--- src/common/ict_pkg.sv ---
// Shared classes, cycle costs and carriers for the instruction cycle timer
package ict_pkg;

  localparam int COST_W = 8;
  localparam int NREG_W = 5;

  // Execution cost of each instruction class, in core clock cycles
  localparam logic [COST_W-1:0] CYC_ONE         = 8'h01;
  localparam logic [COST_W-1:0] CYC_LDST        = 8'h02;
  localparam logic [COST_W-1:0] CYC_MULTI_BASE  = 8'h01;
  localparam logic [COST_W-1:0] CYC_POPRET_BASE = 8'h04;
  localparam logic [COST_W-1:0] CYC_BR_TAKEN    = 8'h03;
  localparam logic [COST_W-1:0] CYC_BR_NOT      = 8'h01;
  localparam logic [COST_W-1:0] CYC_BRANCH      = 8'h03;
  localparam logic [COST_W-1:0] CYC_BR_LINK     = 8'h04;
  localparam logic [COST_W-1:0] CYC_PC_WRITE    = 8'h03;
  localparam logic [COST_W-1:0] CYC_BARRIER     = 8'h04;
  localparam logic [COST_W-1:0] CYC_SPEC_READ   = 8'h04;
  localparam logic [COST_W-1:0] CYC_HINT_WAIT   = 8'h02;

  typedef enum logic [4:0] {
    CLS_ALU         = 5'h00,  // Logic, move, add/sub, compare, address form
    CLS_SHIFT       = 5'h01,
    CLS_MUL         = 5'h02,  // multiply_low_word
    CLS_EXTEND      = 5'h03,
    CLS_REVERSE     = 5'h04,  // Including halfword_byte_swap and signed form
    CLS_LDST        = 5'h05,
    CLS_MULTI       = 5'h06,  // load_multiple, store_multiple, push, pop
    CLS_POP_RET     = 5'h07,
    CLS_BCOND       = 5'h08,
    CLS_BRANCH      = 5'h09,  // Plain, register_branch and its link form
    CLS_BRANCH_LINK = 5'h0a,  // branch_with_link
    CLS_PC_WRITE    = 5'h0b,
    CLS_BARRIER     = 5'h0c,
    CLS_SPEC_READ   = 5'h0d,  // special_register_read
    CLS_HINT_WAIT   = 5'h0e,  // wait_for_event_hint, wait_for_interrupt_hint
    CLS_HINT_ONE    = 5'h0f,  // Yield, no-op, send_event_hint, mask set/clear
    CLS_SUP_CALL    = 5'h10   // supervisor_call
  } ict_class_e;

  typedef enum logic [2:0] {
    ST_IDLE = 3'h1,
    ST_EXEC = 3'h2,
    ST_WAIT = 3'h4
  } ict_state_e;

  typedef struct packed {
    ict_class_e          cls;
    logic [NREG_W-1:0]   n_regs;     // Transferred elements, PC included
    logic                cond_pass;  // Branch condition outcome
  } ict_issue_s;

  typedef struct packed {
    ict_class_e          cls;
    logic [COST_W-1:0]   cost;
  } ict_report_s;

endpackage

--- src/core/ict_down_counter.sv ---
// Loadable down counter that flags its final count
`timescale 1ns/1ps
module ict_down_counter #(
  parameter int W = 8
) (
  input  wire logic         clk,
  input  wire logic         rst_n,
  input  wire logic         load,
  input  wire logic [W-1:0] load_val,
  output logic [W-1:0]      count,
  output logic              last
);

  logic [W-1:0] cnt_ff;
  logic [W-1:0] nxt_cnt;

  assign nxt_cnt = load ? load_val :
                   (cnt_ff != '0) ? W'(cnt_ff - 1'b1) : cnt_ff;
  assign count   = cnt_ff;
  assign last    = (cnt_ff == W'(1));

  always_ff @(posedge clk or negedge rst_n) begin
    if (!rst_n) begin
      cnt_ff <= '0;
    end else begin
      cnt_ff <= nxt_cnt;
    end
  end

endmodule

--- src/core/ict_cycle_timer.sv ---
// Instruction cycle timer: holds each issued instruction for its cost
`timescale 1ns/1ps
// What this block does
// (RULE1) Every shift, by immediate or register amount, takes one cycle.
// (RULE2) Logic, moves, compares, negate, add/sub, address forms: one cycle.
// (RULE3) The low-word 32x32 multiply completes in one cycle.
// (RULE4) Each single load or store, any width or addressing: two cycles.
// (RULE5) Multiple transfers, push, plain pop: one plus one per register.
// (RULE6) Returning pop: four plus one per element, PC counted, if no fault.
// (RULE7) Conditional branch takes three cycles if taken, one if not.
// (RULE8) Plain and register branches: three cycles; branch with link: four.
// (RULE9) Sign or zero extension of byte or halfword takes one cycle.
// (RULE10) Each byte reverse form takes one cycle.
// (RULE11) Wait hints charge two cycles, idle time for the wake excluded.
// (RULE12) Supervisor call cost comes from configuration, not a fixed figure.
// (RULE13) PC-writing move/add: three; barriers and special reads: four.
// (RULE14) Yield, no-op, send event, mask set and clear: one cycle.
module ict_cycle_timer
  import ict_pkg::*;
(
  input  wire logic               clk,
  input  wire logic               rst_n,
  input  wire logic               issue_valid,
  output logic                    issue_ready,
  input  wire ict_issue_s         issue,
  input  wire logic [COST_W-1:0]  call_cycles,
  input  wire logic               wake,
  input  wire logic               mem_fault,
  output logic                    retire,
  output logic                    abort,
  output logic                    waiting,
  output ict_report_s             report
);

  ict_state_e        st_ff;
  ict_state_e        nxt_st;
  ict_class_e        cur_cls_ff;
  // Operand figures kept only so the length checks have their own reference
  logic [NREG_W-1:0] nreg_ff;
  logic [COST_W-1:0] call_ff;
  ict_report_s       report_ff;
  ict_report_s       nxt_report;

  function automatic logic [COST_W-1:0] cost_of(
    input ict_issue_s        iss,
    input logic [COST_W-1:0] call_c
  );
    logic [COST_W-1:0] c;
    c = CYC_ONE;
    case (iss.cls)
      CLS_LDST:        c = CYC_LDST;                               // see RULE4
      CLS_MULTI:       c = COST_W'(CYC_MULTI_BASE + iss.n_regs);   // see RULE5
      CLS_POP_RET:     c = COST_W'(CYC_POPRET_BASE + iss.n_regs);  // see RULE6
      CLS_BCOND: c = iss.cond_pass ? CYC_BR_TAKEN : CYC_BR_NOT; // see RULE7
      CLS_BRANCH:      c = CYC_BRANCH;                             // see RULE8
      CLS_BRANCH_LINK: c = CYC_BR_LINK;                            // see RULE8
      CLS_PC_WRITE:    c = CYC_PC_WRITE;                           // see RULE13
      CLS_BARRIER:     c = CYC_BARRIER;                            // see RULE13
      CLS_SPEC_READ:   c = CYC_SPEC_READ;                          // see RULE13
      CLS_HINT_WAIT:   c = CYC_HINT_WAIT;                          // see RULE11
      CLS_HINT_ONE:    c = CYC_ONE; // see RULE14
      // A zero setting would wrap the count to 256 cycles, so it costs one cycle
      CLS_SUP_CALL:    c = (call_c == '0) ? CYC_ONE : call_c; // see RULE12
      default:         c = CYC_ONE; // see RULE1 RULE2 RULE3 RULE9 RULE10
    endcase
    return c;
  endfunction

  logic [COST_W-1:0] issue_cost;
  logic              accept;
  logic              single;
  logic              cnt_last;
  logic              in_idle;
  logic              in_exec;
  logic              in_wait;
  logic              mem_class;
  logic              exec_fault;
  logic              exec_end;
  logic              exec_retire;
  logic              wait_retire;

  assign in_idle     = (st_ff == ST_IDLE);
  assign in_exec     = (st_ff == ST_EXEC);
  assign in_wait     = (st_ff == ST_WAIT);
  assign issue_ready = in_idle;
  assign accept      = issue_valid && issue_ready;
  assign issue_cost  = cost_of(issue, call_cycles);
  assign single      = (issue_cost == CYC_ONE);
  // Faults only matter while the data phase of a transfer is running
  assign mem_class   = (cur_cls_ff == CLS_LDST) || (cur_cls_ff == CLS_MULTI)
                    || (cur_cls_ff == CLS_POP_RET);
  assign exec_fault  = in_exec && mem_class && mem_fault; // see RULE6
  assign exec_end    = in_exec && cnt_last && !exec_fault;
  // Wake already present at the end of the charge ends the hint at once
  assign exec_retire = exec_end && (cur_cls_ff != CLS_HINT_WAIT || wake);
  assign wait_retire = in_wait && wake; // see RULE11
  assign retire      = (accept && single) || exec_retire || wait_retire;
  assign abort       = exec_fault;
  assign waiting     = in_wait;
  assign report      = report_ff;

  ict_down_counter #(
    .W (COST_W)
  ) u_count (
    .clk      (clk),
    .rst_n    (rst_n),
    .load     (accept && !single),
    .load_val (COST_W'(issue_cost - 1'b1)),
    .count    (),
    .last     (cnt_last)
  );

  always_comb begin
    nxt_st = st_ff;
    case (st_ff)
      ST_IDLE: begin
        if (accept && !single) begin
          nxt_st = ST_EXEC;
        end
      end
      ST_EXEC: begin
        if (exec_fault || exec_retire) begin
          nxt_st = ST_IDLE;
        end else if (exec_end) begin
          nxt_st = ST_WAIT;
        end
      end
      ST_WAIT: begin
        if (wake) begin
          nxt_st = ST_IDLE;
        end
      end
      default: nxt_st = ST_IDLE;
    endcase
  end

  assign nxt_report = accept ? '{cls: issue.cls, cost: issue_cost} : report_ff;

  always_ff @(posedge clk or negedge rst_n) begin
    if (!rst_n) begin
      st_ff      <= ST_IDLE;
      cur_cls_ff <= CLS_ALU;
      nreg_ff    <= '0;
      call_ff    <= '0;
      report_ff  <= '0;
    end else begin
      st_ff      <= nxt_st;
      cur_cls_ff <= accept ? issue.cls : cur_cls_ff;
      nreg_ff    <= accept ? issue.n_regs : nreg_ff;
      call_ff    <= accept ? call_cycles : call_ff;
      report_ff  <= nxt_report;
    end
  end

  // Helper: cycles since acceptance, counting the accept cycle as one
  logic [COST_W-1:0] occ_ff;
  logic [COST_W-1:0] occ_now;
  assign occ_now = accept ? CYC_ONE : occ_ff;
  always_ff @(posedge clk or negedge rst_n) begin
    if (!rst_n) begin
      occ_ff <= '0;
    end else begin
      occ_ff <= COST_W'(occ_now + 1'b1);
    end
  end
endmodule

--- config.mk ---
export PLATFORM = sky130hd
export DESIGN_NAME = ict_cycle_timer
export DESIGN_NICKNAME = d
export VERILOG_FILES = /design/src/common/ict_pkg.sv /design/src/core/ict_down_counter.sv /design/src/core/ict_cycle_timer.sv
export SDC_FILE = /design/constraint.sdc
export NUM_CORES = 1
export LEC_CHECK = 0
export BUFFER_PORTS_ARGS = -buffer_cell sky130_fd_sc_hd__buf_2
export CORE_MARGIN = 3
export CORE_UTILIZATION = 43
export CTS_CLUSTER_DIAMETER = 200
export DETAILED_ROUTE_END_ITERATION = 6
export PLACE_DENSITY = 0.67
export SLEW_MARGIN = 10
export SYNTH_ARGS = -nofsm -noshare
export SYNTH_HDL_FRONTEND = slang
export SYNTH_SLANG_ARGS = --single-unit
export TNS_END_PERCENT = 10
--- constraint.sdc ---
create_clock -name clk -period 3.8 [get_ports clk]
set_input_delay 0.76 -clock clk [delete_from_list [all_inputs] [get_ports clk]]
set_output_delay 0.76 -clock clk [all_outputs]
set_load 0.1 [all_outputs]
==> flow_summary.toml, run 1 <==
[global_routing]
antenna_found_initial = 0
grt_first_pass_wirelength_mm = 6.13
grt_remaining_overflow = 0
grtUsageTotal = 0.174
grt_pass1_vias = 1332
grt_max_degree = 27

[worst_setup_path]
crit_path_start_kind = "input pin"
worst-path-stages = 10
reg2reg_from = "u_count.count[4]"
crit_chain = "buf_2, or4_4, nor2_4, a211o_2, inv_2, ha_1, and3_4, nor3b_1, a221o_1, buf_2"
critical_path_arrival_ps = 2950
ff2ff_path_depth = 7
crit_type = "in2out"
slowest_delay_ps = 540
endpoint_kind = "output port"
worst-path-buf-inv = 3
critPathTopFamily = "simple AND/OR/NAND/NOR gates"
cpMostUsedCell = "buf_2"
worst-endpoint-required_ps = 3040
cpMaxStageDelayCell = "or4_4"
worstPathMaxFanout = 11
cp-startpoint = "issue[6]"

[route]
wire_per_inst_um = 14.0
vias = 1506
first_iter_violations = 46
routed_via_density = 5.42
first_pass_iters = 4
routed_wl_mm = 3.88
postRouteAntennaNets = 0
drc = 0

[pwr]
power_density_nw_per_um2 = 715
p_clk_frac = 0.122
p_comb_frac = 0.569
sw_frac_of_total = 0.544
seq_power_share = 0.309
irDropWorstVdd_mv = 0.417
p_sw_uw = 775
power_uw = 1430
p_leak_uw = 0.000895
internal-power_uw = 651

[place]
io_buffer_count = 40
dp_hpwl_mm = 3.13
place_congestion = 0.914

[yosys]
yosysUniqueCellTypes = 55
syn-num-nets = 216
synthArstFlopShare = 1.00
synthFlopType = "dfrtp_1"
syn_area_um2 = 1670
ys_ff_latch = 24
synthCells = 186
yosysWarnings = 0
ys_seq_area_frac = 0.361
syn-mean-instance-area_um2 = 8.97
synth_edf_count = 0

[cts]
cts_tree = "done"
insertion_delay_ps = 270
cts.sinks = 24
clock_path_buffers = 2
cts_root_buf = "clkbuf_8"
cts.clk_slew.worst_paths_ps = 80
h-tree-depth = 1
cts-resized-gates = 0
hold_buffers = 0
cts_buffers = 3
post_cts_buffers = 0

[sta]
fin_crit_sh = 0.975
fin_crit_ps = 3710
max-slew-margin-rel = 0.637
whs_ps = 461
fmax_mhz = 270
skew_ps = 3.07
final-hold-violation-count = 0
tns_ps = 0
slew_violations = 0
setup_violations = 0
rsz0062_at_grt = "false"
max_slew.worst_pin.slew_ps = 545

[floorplan]
die_w_um = 68.3
io_pins = 41
core_um2 = 3690
placementRows = 22
die_area_um2 = 4660
initial_core_util = 0.452
die_h_um = 68.3

[worst_hold_path]
hold_class = "in2async"

[status]
status = "finished, final reports clean"

[finish]
syn_to_final_growth_pct = 19.7
mostFrequentLayoutCells = "buf_2, nand2_1, dfrtp_1"
nets = 261
final_common_cell = "buf_2"
final_layout_size_suffix_gt1_frac = 0.304
num_antenna_cells = 0
fillers = 372

[run]
maxCapViolations = 0
[routing by layer]
metal	track usage	share of wire	vias up
li1	-	-	757
met1	0.243	0.46	713
met2	0.289	0.49	32
met3	0.0164	0.032	4
met4	0.0447	0.011	0
met5	0	0	-
[flip-flops by register name, indices dropped and copies added (netlist names)]
| register | count |
|---|---|
| report | 13 |
| st_ff | 3 |
| u_count.count | 8 |
[through the flow]
stage / cell area, um2 / cells / utilization / setup slack (ps)
6_report: 2000 / 278 / 0.541 / 93.6
5_1_grt: 2000 / 278 / 0.541 / 13.3
4_1_cts: 2000 / 278 / 0.541 / 103
3_5_place_dp: 1940 / 274 / 0.526 / 113
3_3_place_gp: 1940 / 274 / 0.526 / 119
2_1_floorplan: 1680 / 186 / - / 141
[worst register-to-register path, delay by kind of cell, from the launching register on]
family                 cells  cell delay, ps
AND/OR/NAND/NOR            4             960
buffers and inverters      1             190
AO/OA/AOI/OAI              1             150
XOR/XNOR                   1             170
flip-flops                 1             430
[cell usage after synthesis (3+ instances only)]
cell	n	area, um2
o21ai_0	15	75.1
inv_1	8	30.0
nor2b_1	3	18.8
nand2_1	24	90.1
nor3_1	12	60.1
nor3b_1	6	45.0
xnor2_1	9	78.8
nand3_1	5	25.0
a21oi_1	9	45.0
nor2_1	12	45.0
a211oi_1	3	22.5
ha_1	6	75.1
dfrtp_1	23	576
[cell type report]
type                    instances  area, um2  area share
multi-input cells             148       1010       0.505
flip-flops and latches         24        602       0.302
inverters                       9       33.8      0.0169
repair buffers                 45        238       0.119
well taps                      48       60.1      0.0301
clock buffers                   4       55.1      0.0276
[logic make-up (layout without fill, tap and decap cells)]
family                     Yosys count  after routing  synth area share
muxes                                4              4            0.0255
DFF                                 24             24             0.361
AOI/OAI and AO/OA                   44             44             0.184
adders and majority gates            6              6            0.0450
and+or+nand+nor                     83             83             0.282
xor gates and xnor gates            11             11            0.0578
buffers and inverters               14             58            0.0450
[worst paths after layout]
path | endpoint | slack (ps)
worst max-delay path | retire | 90
worst min-delay path | report[7] | 460
worst max register to register | u_count.count[0] | 1810
worst min register to register | report[6] | 480
max in group asynchronous | st_ff[0] | 2980
min in group clk | report[6] | 480
[power by group through the flow]
stage / registers [uW] / logic, uW / clock network, uW
after floorplan: 749 / 363 / 0
after global placement: 445 / 811 / 0
after detailed placement: 445 / 816 / 0
after CTS: 441 / 817 / 176
after global routing: 459 / 864 / 186
final: 441 / 812 / 174
Power figures use the tool's default switching activity.
==> run 2: changes to the inputs <==
--- a/config.mk
+++ b/config.mk
@@ -10,7 +10,7 @@
 export CORE_UTILIZATION = 43
 export CTS_CLUSTER_DIAMETER = 200
 export DETAILED_ROUTE_END_ITERATION = 6
-export PLACE_DENSITY = 0.67
+export PLACE_DENSITY_LB_ADDON = 0.2
 export SLEW_MARGIN = 10
 export SYNTH_ARGS = -nofsm -noshare
 export SYNTH_HDL_FRONTEND = slang
==> run 2 against run 1 <==
Routed wire length down 0.46%. Combinational power about the same. Clock power is 27% higher. Die area did not move. Cell count is the same. Critical path type unchanged. Critical endpoint unchanged.
==> flow_summary.toml, run 2 (same netlist as run 1, synthesis figures left out) <==
[floorplan]
die_w_um = 68.3
initial_core_util = 0.452
die_h_um = 68.3
core_um2 = 3690
die_area_um2 = 4660
io_pins = 41
placementRows = 22

[route]
drc = 0
first_iter_violations = 61
routed_via_density = 5.32
first_pass_iters = 6
postRouteAntennaNets = 0
routed_wl_mm = 3.86
wire_per_inst_um = 13.9
vias = 1480

[finish]
final_layout_size_suffix_gt1_frac = 0.304
final_common_cell = "buf_2"
fin_area_um2 = 2010
largest_reg_flops = 13
syn_to_final_growth_pct = 20.6
nets = 261
mostFrequentLayoutCells = "buf_2, nand2_1, dfrtp_1"
fillers = 358
num_antenna_cells = 0

[cts]
clock_path_buffers = 2
cts_tree = "done"
cts.sinks = 24
hold_buffers = 0
h-tree-depth = 1
cts_root_buf = "clkbuf_8"
cts_buffers = 3
cts-resized-gates = 0
insertion_delay_ps = 260
cts.clk_slew.worst_paths_ps = 90
post_cts_buffers = 0

[status]
status = "finished, final reports clean"

[place]
placed_area_um2 = 1940
dp_hpwl_mm = 3.14
io_buffer_count = 40
place_congestion = 0.896

[worst_setup_path]
crit_path_start_kind = "input pin"
critical_path_arrival_ps = 2930
endpoint_kind = "output port"
worstPathMaxFanout = 10
crit_type = "in2out"
worst-endpoint-required_ps = 3040
ff2ff_path_depth = 7

[sta]
max_slew.worst_pin.slew_ps = 636
fmax_mhz = 271
max-slew-margin-rel = 0.576
skew_ps = 7.78
slew_violations = 0
fin_crit_sh = 0.971
rsz0062_at_grt = "false"
final-hold-violation-count = 0
setup_violations = 0
tns_ps = 0
fin_crit_ps = 3690

[pwr]
irDropWorstVdd_mv = 0.383
power_density_nw_per_um2 = 732
p_leak_uw = 0.000903

[global_routing]
grt_first_pass_wirelength_mm = 6.20
antenna_found_initial = 0
grt_remaining_overflow = 0
grt_pass1_vias = 1399
grtUsageTotal = 0.174
grt_max_degree = 27

[worst_hold_path]
hold_class = "in2async"

[run]
maxCapViolations = 0
[run 2: changes by cell type in the layout (fill, tap and decap cells not counted), sizes merged]
cell / previous run / this run
bufinv: 0 / 1
clkbuf: 4 / 3
[run 2: stage by stage]
step | cells | total power [uW] | setup slack (ps) | utilization | hold slack [ps]
after global placement | 274 | 1250 | 141 | 0.526 | 458
after detailed placement | 274 | 1260 | 107 | 0.526 | 469
final | 278 | 1470 | 111 | 0.545 | 459
after floorplan | 186 | 1110 | 141 | - | 464
after global routing | 278 | 1560 | 41.1 | 0.545 | 499
after CTS | 278 | 1480 | 99.1 | 0.545 | 489
[run 2: where the power goes]
group	switching (uW)	leakage (uW)	internal, uW	total (uW)
clock	80.2	0.0000357	141	221
combinational	604	0.000565	205	809
sequential	88.6	0.000302	353	442
[run 2: critical path, cell delays in order]
cell      delay, ps
buf_2           170
or3b_2          450
a211oi_1        280
a211o_2         170
inv_2            60
ha_1            190
and3_4          150
nor3b_1         140
a221o_1         260
buf_2           290
[run 2: layout make-up]
cell class / instances / area (um2) / share of cell area
clock buffers: 3 / 41.3 / 0.0205
well taps: 48 / 60.1 / 0.0299
inverters: 9 / 33.8 / 0.0168
repair buffers: 45 / 238 / 0.118
multi-input cells: 148 / 1010 / 0.501
clock inverters: 1 / 30.0 / 0.0149
flip-flops and latches: 24 / 602 / 0.299
[run 2: final timing paths]
check | start | end | slack, ps
setup reg to reg | u_count.count[5] | u_count.count[1] | 1830
min in group clk | report[7] | report[7] | 480
hold / removal | rst_n | report[8] | 460
max in group asynchronous | rst_n | st_ff[0] | 2960
hold reg to reg | report[7] | report[7] | 480
setup / recovery | issue[6] | retire | 110
[run 2: metal layers]
layer  part of all wire  track usage  vias to the layer above
met2               0.49        0.312                       36
met5                  0            0                        -
met3              0.041       0.0164                        2
met1               0.47        0.225                      681
met4             0.0047       0.0372                        0
li1                   -            -                      761
==> run 3: changes to the inputs <==
--- a/config.mk
+++ b/config.mk
@@ -11,6 +11,7 @@
 export CTS_CLUSTER_DIAMETER = 200
 export DETAILED_ROUTE_END_ITERATION = 6
 export PLACE_DENSITY_LB_ADDON = 0.2
+export SETUP_SLACK_MARGIN = 0.5
 export SLEW_MARGIN = 10
 export SYNTH_ARGS = -nofsm -noshare
 export SYNTH_HDL_FRONTEND = slang
==> run 3 against run 2 <==
Register-to-register slack better by 50 ps. Clock skew is 5.6 ps lower. Largest cell class unchanged. Critical endpoint unchanged. Non-clock buffer count increased by 3.
==> flow_summary.toml, run 3 (same netlist as run 1, synthesis figures left out) <==
[route]
routed_wl_mm = 3.97
wire_per_inst_um = 14.1
routed_via_density = 5.39
first_iter_violations = 73
drc = 0
postRouteAntennaNets = 0
vias = 1515
first_pass_iters = 4

[floorplan]
die_area_um2 = 4660
placementRows = 22
io_pins = 41
core_um2 = 3690
die_w_um = 68.3
die_h_um = 68.3
initial_core_util = 0.452

[sta]
final-hold-violation-count = 0
fmax_mhz = 289
fin_crit_sh = 0.910
setup_violations = 0
max_slew.worst_pin.slew_ps = 531
skew_ps = 2.17
fin_crit_ps = 3460
slew_violations = 0
max-slew-margin-rel = 0.646
rsz0062_at_grt = "true"
tns_ps = 0

[worst_setup_path]
crit_path_start_kind = "input pin"
cp-startpoint = "issue[8]"
endpoint_kind = "output port"
crit_type = "in2out"
worst-endpoint-required_ps = 3040
worstPathMaxFanout = 5
reg2reg_from = "u_count.count[4]"
critical_path_arrival_ps = 2700

[finish]
nets = 264
largest_reg_flops = 13
syn_to_final_growth_pct = 24.8
mostFrequentLayoutCells = "buf_2, nand2_1, dfrtp_1"
num_antenna_cells = 0
final_layout_size_suffix_gt1_frac = 0.348
final_common_cell = "buf_2"

[cts]
cts_tree = "done"
insertion_delay_ps = 260
cts.sinks = 24
cts_root_buf = "clkbuf_8"
hold_buffers = 0
cts_buffers = 3
clock_path_buffers = 2
cts.clk_slew.worst_paths_ps = 80
h-tree-depth = 1

[pwr]
power_uw = 1420
irDropWorstVdd_mv = 0.362
power_density_nw_per_um2 = 684
p_leak_uw = 0.000935

[global_routing]
antenna_found_initial = 0
grt_remaining_overflow = 0
grt_first_pass_wirelength_mm = 6.80
grtUsageTotal = 0.193
grt_pass1_vias = 1477
grt_max_degree = 27

[run]
maxCapViolations = 0

[status]
status = "finished, final reports clean"

[place]
place_congestion = 0.866
dp_hpwl_mm = 3.12
io_buffer_count = 40

[worst_hold_path]
hold_class = "in2async"
==> run 3: cell types whose count changed in the layout (fill, tap and decap cells not counted), moves of 2 or more <==
| cell | previous run | this run |
|---|---|---|
| buf_2 | 40 | 36 |
| a32o_2 | 0 | 2 |
| buf_6 | 0 | 2 |
| a32o_1 | 2 | 0 |
| buf_4 | 5 | 9 |
==> run 3: critical path, stage by stage <==
cell     delay, ps
buf_6          100
or4_4          540
nor2_4         120
a32o_2         180
nor2_4          40
ha_2           160
and3_4         150
nor3b_2        150
a221o_2        330
buf_12         170
==> run 3: per-layer routing <==
metal,share of wire,global-route usage,vias to the layer above
met5,0,0,-
met4,0.011,0.0521,0
met3,0.047,0.0246,4
met2,0.47,0.320,38
met1,0.47,0.263,703
li1,-,-,770
==> run 3: final timing paths <==
kind / slack (ps) / depth (start not counted) / endpoint
worst min-delay path: 460 / 1 / report[9]
worst max-delay path: 340 / 10 / retire
max in group asynchronous: 2970 / 1 / st_ff[0]
worst max register to register: 1880 / 7 / u_count.count[0]
min in group clk: 480 / 2 / report[3]
worst min register to register: 480 / 2 / report[3]
==> run 3: metrics by stage <==
stage	instances	utilization	area, um2	setup slack (ps)	hold WS, ps
floorplan	186	-	1700	341	464
global placement	273	0.532	1960	265	459
detailed placement	273	0.532	1960	244	465
CTS	280	0.561	2070	341	484
global route	281	0.564	2080	278	506
finish	281	0.564	2080	343	462
==> run 3: power breakdown <==
| part | switching (uW) | internal (uW) |
|---|---|---|
| registers | 88.6 | 353 |
| clock network | 77.5 | 74.8 |
| logic | 612 | 219 |
==> run 3: layout make-up <==
type	instances	area, um2
inverter	9	36.3
multi-input combinational	148	1050
fill	359	1610
sequential	24	602
clock buffer	4	45.0
timing repair buffer	48	290
tap	48	60.1
==> run 3: what timing repair did <==
item	CTS	global route
pin swaps	7	1
setup buffers	3	1
setup endpoints to repair	1	1
resized for setup	11	1
